## src/decu_pkg.sv

```systemverilog
// decu_pkg: constants and types for the debug event condition unit
// assumes: included before all decu design files
package decu_pkg;

  // =====================================
  // channel map
  localparam int NUM_CH      = 12;
  localparam int CH_TLB      = 6;   // zero-based index of channel seven
  localparam int CH_BRANCH   = 11;  // zero-based index of channel twelve
  localparam int CH_SYS      = 7;   // zero-based index of channel eight
  localparam int CH_COUNT    = 1;   // only channel two counts occurrences
  localparam int ADDR_W      = 32;
  localparam int DATA_W      = 32;
  localparam int CNT_W       = 16;

  // =====================================
  // action encodings
  typedef enum logic [1:0] {
    DECU_ACT_BREAK      = 2'h0,
    DECU_ACT_TRACE      = 2'h1,
    DECU_ACT_PERF_START = 2'h2,
    DECU_ACT_PERF_END   = 2'h3
  } decu_action_t;

  // access size encodings
  typedef enum logic [1:0] {
    DECU_SZ_BYTE = 2'h0,
    DECU_SZ_WORD = 2'h1,
    DECU_SZ_LONG = 2'h2
  } decu_size_t;

  // qualifier enable bit positions within a channel's enable field
  localparam int QE_ADDR   = 0;
  localparam int QE_DATA   = 1;
  localparam int QE_BUS    = 2;
  localparam int QE_RW     = 3;
  localparam int QE_WIN    = 4;
  localparam int QE_SYS    = 5;
  localparam int QE_TLB    = 6;
  localparam int QE_BRANCH = 7;
  localparam int QE_W      = 8;

  // per-channel capability masks, bit per qualifier
  localparam logic [QE_W-1:0] CAP_ADDR_CH = 8'h0F;  // channels one to four
  localparam logic [QE_W-1:0] CAP_BUS_CH  = 8'h1C;  // channels five and six
  localparam logic [QE_W-1:0] CAP_TLB_CH  = 8'h40;  // channel seven
  localparam logic [QE_W-1:0] CAP_SYS_CH  = 8'h21;  // channel eight
  localparam logic [QE_W-1:0] CAP_BR_CH   = 8'h80;  // channel twelve
  localparam logic [QE_W-1:0] CAP_NONE    = 8'h00;

  // reset values
  localparam logic [QE_W-1:0] QE_RESET     = 8'h00;
  localparam logic            BR_TRACE_RST = 1'b1;
  localparam logic            SW_TRACE_RST = 1'b0;
  localparam logic [CNT_W-1:0] CNT_ZERO    = 16'h0000;
  localparam logic [CNT_W-1:0] CNT_ONE     = 16'h0001;

  // byte-lane masks by size
  localparam logic [DATA_W-1:0] MASK_BYTE = 32'h0000_00FF;
  localparam logic [DATA_W-1:0] MASK_WORD = 32'h0000_FFFF;
  localparam logic [DATA_W-1:0] MASK_LONG = 32'hFFFF_FFFF;

  // capability of a channel
  function automatic logic [QE_W-1:0] decu_cap(input int ch);
    if (ch < 4) begin
      decu_cap = CAP_ADDR_CH;
    end else if (ch == 4 || ch == 5) begin
      decu_cap = CAP_BUS_CH;
    end else if (ch == CH_TLB) begin
      decu_cap = CAP_TLB_CH;
    end else if (ch == CH_SYS) begin
      decu_cap = CAP_SYS_CH;
    end else if (ch == CH_BRANCH) begin
      decu_cap = CAP_BR_CH;
    end else begin
      decu_cap = CAP_NONE;
    end
  endfunction

  // channel may produce a trace action
  function automatic logic decu_can_trace(input int ch);
    decu_can_trace = (ch == 4) || (ch == 5) || (ch == CH_SYS) || (ch == CH_BRANCH);
  endfunction

  // size-masked data compare
  function automatic logic decu_data_eq(input logic [DATA_W-1:0] a,
                                        input logic [DATA_W-1:0] b,
                                        input decu_size_t sz);
    logic [DATA_W-1:0] m;
    m = MASK_LONG;
    if (sz == DECU_SZ_BYTE) begin
      m = MASK_BYTE;
    end else if (sz == DECU_SZ_WORD) begin
      m = MASK_WORD;
    end
    decu_data_eq = ((a ^ b) & m) == '0;
  endfunction

endpackage

```

## src/decu_counter.sv

```systemverilog
// decu_counter: occurrence counter for one channel
// assumes: hit is a one-cycle qualified match, count loaded while idle
`timescale 1ns/1ps
module decu_counter
  import decu_pkg::*;
#(
  parameter int W = CNT_W
) (
  input  wire logic         clk,     // processor clock
  input  wire logic         nrst,    // sync reset, active low
  input  wire logic         cnt_en,  // count qualifier enabled
  input  wire logic [W-1:0] cnt_num, // occurrences needed
  input  wire logic         hit,     // other qualifiers matched
  output logic              fire     // match after count reached
);

  logic [W-1:0] seen;

  // =====================================
  // occurrence tally
  always_ff @(posedge clk) begin
    if (!nrst || !cnt_en) begin
      seen <= W'(0);
    end else if (hit) begin
      if (seen + W'(1) >= cnt_num) begin
        seen <= W'(0);
      end else begin
        seen <= seen + W'(1);
      end
    end
  end

  // fire on the nth occurrence; zero or one count fires at once
  assign fire = hit && (!cnt_en || (seen + W'(1) >= cnt_num));

endmodule

```

## src/decu_top.sv

```systemverilog
// decu_top: twelve-channel debug event condition unit plus software trace
// assumes: all bus observation inputs synchronous to clk, valid qualified
//
// Notes on behaviour
// - twelve channels plus a software trace channel
// - address channel: bus or PC equals value
// - data match at byte, word, longword size
// - bus state: data or X/Y address match
// - bus state honours read/write direction
// - window channel: access inside address range
// - system bus address or data match
// - break on TLB-load instruction execution
// - break after programmed number of occurrences
// - branch condition; branch trace enabled at reset
// - action: break, trace, perf start/end
// - software trace enable gates software entries
`timescale 1ns/1ps
module decu_top
  import decu_pkg::*;
#(
  parameter int N  = NUM_CH,
  parameter int AW = ADDR_W,
  parameter int DW = DATA_W,
  parameter int CW = CNT_W
) (
  input  wire logic                clk,          // processor clock
  input  wire logic                nrst,         // sync reset, active low
  // observed processor activity
  input  wire logic                cpu_acc,      // cpu operand access valid
  input  wire logic [AW-1:0]       cpu_addr,     // cpu address bus
  input  wire logic [DW-1:0]       cpu_data,     // cpu data bus
  input  wire logic                cpu_write,    // access is a write
  input  wire logic                ifetch,       // instruction executed
  input  wire logic [AW-1:0]       pc,           // program counter
  input  wire logic                xbus_acc,     // X memory bus access valid
  input  wire logic [AW-1:0]       xbus_addr,    // X memory bus address
  input  wire logic                ybus_acc,     // Y memory bus access valid
  input  wire logic [AW-1:0]       ybus_addr,    // Y memory bus address
  input  wire logic                sys_acc,      // system bus access valid
  input  wire logic [AW-1:0]       sys_addr,     // system bus address
  input  wire logic [DW-1:0]       sys_data,     // system bus data
  input  wire logic                tlb_load_instruction, // TLB-load executed
  input  wire logic                branch,       // branch taken
  input  wire logic [AW-1:0]       branch_src,   // branch source address
  input  wire logic [AW-1:0]       branch_dst,   // branch target address
  input  wire logic                sw_trace_req, // software trace request
  input  wire logic [DW-1:0]       sw_trace_data,// software trace payload
  // per-channel configuration
  input  wire logic [N*QE_W-1:0]   ch_qual_en,   // qualifier enables
  input  wire logic [N*2-1:0]      ch_action,    // action select
  input  wire logic [N*AW-1:0]     ch_addr,      // compare address
  input  wire logic [N*AW-1:0]     ch_addr_hi,   // window high bound
  input  wire logic [N*DW-1:0]     ch_data,      // compare data
  input  wire logic [N*2-1:0]      ch_size,      // data compare size
  input  wire logic [N-1:0]        ch_rw_write,  // direction: 1 write
  input  wire logic [N-1:0]        ch_cnt_en,    // count qualifier enable
  input  wire logic [N*CW-1:0]     ch_cnt,       // count value
  input  wire logic                br_trace_dis, // branch trace off request
  input  wire logic                sw_trace_en,  // software trace enable
  // results
  output logic                     brk,          // break request pulse
  output logic [N-1:0]             brk_src,      // channels causing break
  output logic                     trace_vld,    // trace entry pulse
  output logic [N-1:0]             trace_src,    // channels traced
  output logic [AW-1:0]            trace_addr,   // traced address
  output logic [DW-1:0]            trace_data,   // traced data
  output logic                     trace_sw,     // entry is software trace
  output logic                     perf_start,   // measurement start pulse
  output logic                     perf_end,     // measurement end pulse
  output logic                     br_trace_on   // branch trace enabled
);

  logic [N-1:0]  chan_hit;
  logic [N-1:0]  chan_fire;
  logic [N-1:0]  next_brk_src;
  logic [N-1:0]  next_trace_src;
  logic          next_perf_start;
  logic          next_perf_end;
  logic [AW-1:0] next_taddr;
  logic [DW-1:0] next_tdata;

  // =====================================
  // branch trace enable state
  always_ff @(posedge clk) begin
    if (!nrst) begin
      br_trace_on <= BR_TRACE_RST;
    end else begin
      br_trace_on <= !br_trace_dis;
    end
  end

  // =====================================
  // per-channel qualifiers
  for (genvar c = 0; c < N; c++) begin : g_ch
    logic [QE_W-1:0] qe;
    logic [AW-1:0]   ca;
    logic [DW-1:0]   cd;
    decu_size_t      sz;
    logic            win_hit;
    logic [QE_W-1:0] ok;
    logic            any_en;

    assign qe = ch_qual_en[c*QE_W +: QE_W] & decu_cap(c);
    assign ca = ch_addr[c*AW +: AW];
    assign cd = ch_data[c*DW +: DW];
    assign sz = decu_size_t'(ch_size[c*2 +: 2]);

    decu_window #(.AW(AW)) u_win (
      .addr (cpu_addr),
      .lo   (ca),
      .hi   (ch_addr_hi[c*AW +: AW]),
      .hit  (win_hit)
    );

    always_comb begin
      ok = '1;
      ok[QE_ADDR] = (cpu_acc && cpu_addr == ca) || (ifetch && pc == ca);
      ok[QE_DATA] = cpu_acc && decu_data_eq(cpu_data, cd, sz);
      ok[QE_BUS]  = (cpu_acc && decu_data_eq(cpu_data, cd, sz))
                    || (xbus_acc && xbus_addr == ca)
                    || (ybus_acc && ybus_addr == ca);
      ok[QE_RW]   = cpu_acc && (cpu_write == ch_rw_write[c]);
      ok[QE_WIN]  = cpu_acc && win_hit;
      ok[QE_SYS]  = sys_acc && (sys_addr == ca || decu_data_eq(sys_data, cd, DECU_SZ_LONG));
      ok[QE_TLB]  = tlb_load_instruction;
      ok[QE_BRANCH] = branch && (branch_src == ca || branch_dst == ca
                                 || ca == '0);
    end

    assign any_en = |qe;
    // all enabled qualifiers must match together
    assign chan_hit[c] = any_en && (&(ok | ~qe));

    decu_counter #(.W(CW)) u_cnt (
      .clk     (clk),
      .nrst    (nrst),
      .cnt_en  (ch_cnt_en[c] && c == CH_COUNT),
      .cnt_num (ch_cnt[c*CW +: CW]),
      .hit     (chan_hit[c]),
      .fire    (chan_fire[c])
    );
  end

  // =====================================
  // action routing
  always_comb begin
    decu_action_t act;
    act             = DECU_ACT_BREAK;
    next_brk_src    = '0;
    next_trace_src  = '0;
    next_perf_start = 1'b0;
    next_perf_end   = 1'b0;
    for (int c = 0; c < N; c++) begin
      act = decu_action_t'(ch_action[c*2 +: 2]);
      if (c == CH_TLB) begin
        act = DECU_ACT_BREAK;
      end
      if (chan_fire[c]) begin
        case (act)
          DECU_ACT_BREAK:      next_brk_src[c] = 1'b1;
          DECU_ACT_TRACE: begin
            if (decu_can_trace(c) && (c != CH_BRANCH || br_trace_on)) begin
              next_trace_src[c] = 1'b1;
            end
          end
          DECU_ACT_PERF_START: next_perf_start = 1'b1;
          DECU_ACT_PERF_END:   next_perf_end = 1'b1;
          default:             next_brk_src[c] = 1'b1;
        endcase
      end
    end
  end

  // trace payload: branch, system bus or cpu bus
  always_comb begin
    next_taddr = cpu_addr;
    next_tdata = cpu_data;
    if (next_trace_src[CH_BRANCH]) begin
      next_taddr = branch_src;
      next_tdata = branch_dst;
    end else if (next_trace_src[CH_SYS]) begin
      next_taddr = sys_addr;
      next_tdata = sys_data;
    end
  end

  // =====================================
  // break and performance outputs
  always_ff @(posedge clk) begin
    if (!nrst) begin
      brk        <= 1'b0;
      brk_src    <= '0;
      perf_start <= 1'b0;
      perf_end   <= 1'b0;
    end else begin
      brk        <= |next_brk_src;
      brk_src    <= next_brk_src;
      perf_start <= next_perf_start;
      perf_end   <= next_perf_end;
    end
  end

  // =====================================
  // trace capture; channel entries take priority over software
  always_ff @(posedge clk) begin
    if (!nrst) begin
      trace_vld  <= 1'b0;
      trace_src  <= '0;
      trace_addr <= '0;
      trace_data <= '0;
      trace_sw   <= 1'b0;
    end else if (|next_trace_src) begin
      trace_vld  <= 1'b1;
      trace_src  <= next_trace_src;
      trace_addr <= next_taddr;
      trace_data <= next_tdata;
      trace_sw   <= 1'b0;
    end else if (sw_trace_req && sw_trace_en) begin
      trace_vld  <= 1'b1;
      trace_src  <= '0;
      trace_addr <= pc;
      trace_data <= sw_trace_data;
      trace_sw   <= 1'b1;
    end else begin
      trace_vld  <= 1'b0;
      trace_src  <= '0;
      trace_sw   <= 1'b0;
    end
  end

endmodule

```

## src/decu_window.sv

```systemverilog
// decu_window: inclusive address range compare
// assumes: lo not above hi when enabled
`timescale 1ns/1ps
module decu_window
  import decu_pkg::*;
#(
  parameter int AW = ADDR_W
) (
  input  wire logic [AW-1:0] addr, // observed address
  input  wire logic [AW-1:0] lo,   // window low bound
  input  wire logic [AW-1:0] hi,   // window high bound
  output logic               hit   // address inside window
);

  assign hit = (addr >= lo) && (addr <= hi);

endmodule
```

## config.mk

```make
export PLATFORM = sky130hd
export DESIGN_NAME = decu_top
export DESIGN_NICKNAME = d
export VERILOG_FILES = /design/src/decu_pkg.sv /design/src/decu_counter.sv /design/src/decu_top.sv /design/src/decu_window.sv
export SDC_FILE = /design/constraint.sdc
export NUM_CORES = 1
export LEC_CHECK = 0
export ABC_AREA = 1
export ABC_CLOCK_PERIOD_IN_PS = 2700
export BUFFER_PORTS_ARGS = -buffer_cell sky130_fd_sc_hd__buf_4
export CELL_PAD_IN_SITES_DETAIL_PLACEMENT = 1
export CELL_PAD_IN_SITES_GLOBAL_PLACEMENT = 2
export CORE_AREA = 2 2 745 747
export CTS_CLUSTER_DIAMETER = 100
export DETAILED_ROUTE_END_ITERATION = 16
export DIE_AREA = 0 0 747 749
export HOLD_SLACK_MARGIN = 0.05
export PLACE_DENSITY = 0.33
export SLEW_MARGIN = 10
export SYNTH_ARGS = -nofsm -noshare
export SYNTH_HDL_FRONTEND = slang
export SYNTH_HIERARCHICAL = 1
export SYNTH_SLANG_ARGS = --single-unit
export TNS_END_PERCENT = 20
```

## constraint.sdc

```tcl
create_clock -name clk -period 2.7 [get_ports clk]
set_input_delay 0.54 -clock clk [delete_from_list [all_inputs] [get_ports clk]]
set_output_delay 0.54 -clock clk [all_outputs]
set_load 0.02 [all_outputs]
```

==> metrics <==
clock-pin slew on the worst setup and hold paths roughly 0.060 ns; Num CTS Buffers 58; Initial Util roughly 7.7%; Tmin final around 3.3 ns; Finished Layout Cells between 15000 and 20000; TritonCTS clock tree done; Setup CP Type in2reg; nets@finish 11923; Antenna Nets Post-Route 0; Cells after Synth ~7500; IO buf count around 1200; CTS Buffer Depth 3; HPWL after DPL about 450000 microns; Final setup viols 81; row cnt approximately 270; Worst Path Max Fanout 7; number of flops mapped to enable cells by yosys 0; CP endpoint kind flop; worst vdd ir about 510 uV; Worst R2R Start g_ch[1].u_cnt/seen[1]; RSZ-0062 raised after global routing true; maximum clock rate 0.307 GHz; Area Overhead vs Synth 78.2%; vias in the first global route between 60000 and 70000; failing checks setup timing; Yosys warning count 6; CORE AREA around 0.55 sq mm; final clock skew roughly 0.034 ns; Post-Syn Area between 0.04 and 0.05 sq mm; static leakage roughly 35 nW; Reg-to-Reg End perf_start; max_slew headroom approximately a quarter; fin crit share 121%; clk_lat worst skew ~0.75 ns; largest net degree at the start of global routing 46; HP Class in2reg; DRT Pass-1 Iters 5; share of post-route cells with drive strength above 1 33.3%; Worst EP required about 3.3 ns; r2r setup slk -0.44 ns; CTS root buf clkbuf_16; routed len/inst 28.8 microns; DRC 0; io pins just under 2000; initial antenna violation count 264; Vias about 60000; arrival time worst endpoint approximately 3.9 ns; Max Cap Viol 0; Hold Path Cell Cnt 3; Synth async-reset ratio 0%; sequential cell area fraction in the yosys report 13.2%; Tot Pwr between 20 and 25 mW; first-pass GRT wire length 631000 microns; startpoint of the worst hold path sw_trace_data[26]; status finished, violations left; CTS H-Tree Depth 2; final hold viol count 0; hold path endpoint trace_data[26]; Placed Cells approximately 17000; worst r2r path cells 23; Die ar. around 0.56 sq mm; pre-CTS setup slack -2.97 ns; DR vias/cell 3.44; Setup WS post-layout -0.559 ns; Vert. Die Dim 749 microns; Clock Sinks about 280; Worst-Margin Slew between 1 and 1.5 ns; Fillers 67114; Netlist cell types 48; average size of a mapped cell 5.64 sq um; CP startpoint kind input pin; Global Route Usage Sum 17.0%; drt total wl ~500000 microns; Synth Register Bits around 280; DIE WIDTH 747 microns; power per cell area around 290 mW/mm^2; ys flop type dfxtp_1; RePlAce Congestion approximately 0.85; Final Max Tran Viols 0; total gr overflow 0; DR iter-0 viols ~2700
[registers in the layout (all words and copies together) (netlist names)]
signal and count:
br_trace_on 1, brk 1, brk_src 12, g_ch.u_cnt/seen 192, perf_end 1, perf_start 1
trace_addr 32, trace_data 32, trace_src 4, trace_sw 1, trace_vld 1
[cells in the mapped netlist (all sizes together) (18+ instances only)]
| cell | n | area, sq um |
|---|---|---|
| a21oi | 513 | 2700 |
| buf | 150 | 832 |
| clkbuf | 108 | 423 |
| dfxtp | 278 | 5570 |
| ha | 332 | 4150 |
| inv | 1183 | 4440 |
| nand2 | 2242 | 8720 |
| nand3 | 396 | 2000 |
| nand3b | 19 | 143 |
| nand4 | 235 | 1470 |
| nor2 | 875 | 3700 |
| nor3 | 98 | 500 |
| nor4 | 18 | 113 |
| o21a | 18 | 135 |
| o21ai | 317 | 1590 |
| o21bai | 59 | 488 |
| o22ai | 86 | 538 |
| or2 | 55 | 344 |
| xnor2 | 297 | 2600 |
| xor2 | 156 | 1370 |
[layer usage]
metal | wire length, microns | vias to the layer above | global-route usage, %
met4 | 12800 | 168 | 3.33
met5 | 1090 | - | 0
met1 | 198000 | 28414 | 19.6
met2 | 247000 | 1564 | 31.1
li1 | - | 28322 | -
met3 | 35800 | 561 | 5.00
[worst max-delay path by stage]
stage | startpoint | to | depth (start not counted)
floorplan | ch_addr_hi[139] | trace_data[26] | 27
global placement | cpu_acc | trace_data[17] | 23
detailed placement | ch_addr[352] | trace_data[24] | 23
CTS | g_ch[1].u_cnt/seen[0] | perf_start | 23
global route | cpu_addr[23] | trace_data[27] | 30
finish | cpu_addr[30] | trace_data[15] | 23
[worst max-delay path: stages]
cell and delay [ns]:
buf_4 0.13, buf_4 0.16, buf_12 0.15, xnor2_2 0.14, nand4_1 0.14, nor2_1 0.16, nand2_1 0.11, buf_12 0.15
nand3b_1 0.26, nand3_2 0.16, nand2_4 0.11, inv_8 0.11, nand2_8 0.06, inv_4 0.06, nand3_4 0.17, buf_12 0.23
nand3_4 0.22, inv_16 0.11, buf_12 0.15, buf_16 0.14, buf_4 0.15, o21ai_0 0.08, a21oi_1 0.09
[placed cells by master, fill, tap and decap left out, types with 154 or more instances in the layout]
master / netlist / final
ha_1: 332 / 263
xnor2_1: 297 / 289
a21oi_1: 479 / 439
dfxtp_1: 278 / 271
nand3_1: 393 / 382
buf_4: 23 / 2193
xor2_1: 156 / 154
o21ai_0: 277 / 194
nor2_1: 779 / 718
inv_1: 1167 / 1086
nand2_1: 2145 / 2070
nand4_1: 235 / 235
[power breakdown]
part           total (mW)  internal, mW  switching (mW)
Sequential           4.32          4.20           0.121
Clock                7.93          4.72            3.21
Combinational        9.23          3.89            5.34
[kinds of logic (layout without fill, tap and decap cells)]
kind of cell | Yosys count | count (layout) | share of synthesized area, %
multiplexers | 17 | 17 | 0.435
flip-flops | 278 | 278 | 13.2
XOR/XNOR | 453 | 453 | 9.39
buffers and inverters | 1445 | 3717 | 13.5
adder cells (fa/ha/maj) | 332 | 332 | 9.83
AO/OA/AOI/OAI | 1020 | 1020 | 13.4
other | 1 | 124 | 0.00888
AND/OR/NAND/NOR | 3939 | 3939 | 40.3
[per-stage QoR]
stage / TNS [ns] / hold WS (ns) / util (%) / instance area [sq um]
after floorplan: -3.09 / 0.458 / - / 43100
after global placement: -212.27 / 0.481 / 12.6 / 69700
after detailed placement: -209.81 / 0.490 / 12.6 / 69700
after CTS: -40.04 / 0.0510 / 13.3 / 73500
after global routing: -45.71 / 0.115 / 13.6 / 75200
final: -36.29 / 0.146 / 13.7 / 75300
[what timing repair did]
item | 4_1_cts | 5_1_grt
endpoints found under the setup margin | 97 | 96
hold endpoints to repair | 12 | 0
cloned | 9 | 2
resized for setup | 351 | 315
pin swaps | 61 | 111
hold buffers | 14 | 0
buffers inserted | 24 | 32
[layout make-up]
type | instances | area (sq um) | share of cell area [%]
timing repair buffer | 2419 | 20200 | 26.9
antenna | 85 | 213 | 0.283
inverter | 1187 | 4570 | 6.07
timing repair inverter | 2 | 22.5 | 0.0299
sequential | 278 | 5580 | 7.41
clock buffer | 80 | 1650 | 2.19
clock inverter | 29 | 344 | 0.457
tap | 7287 | 9120 | 12.1
multi-input combinational | 5800 | 33600 | 44.6
(Power assumes the default switching activity.)
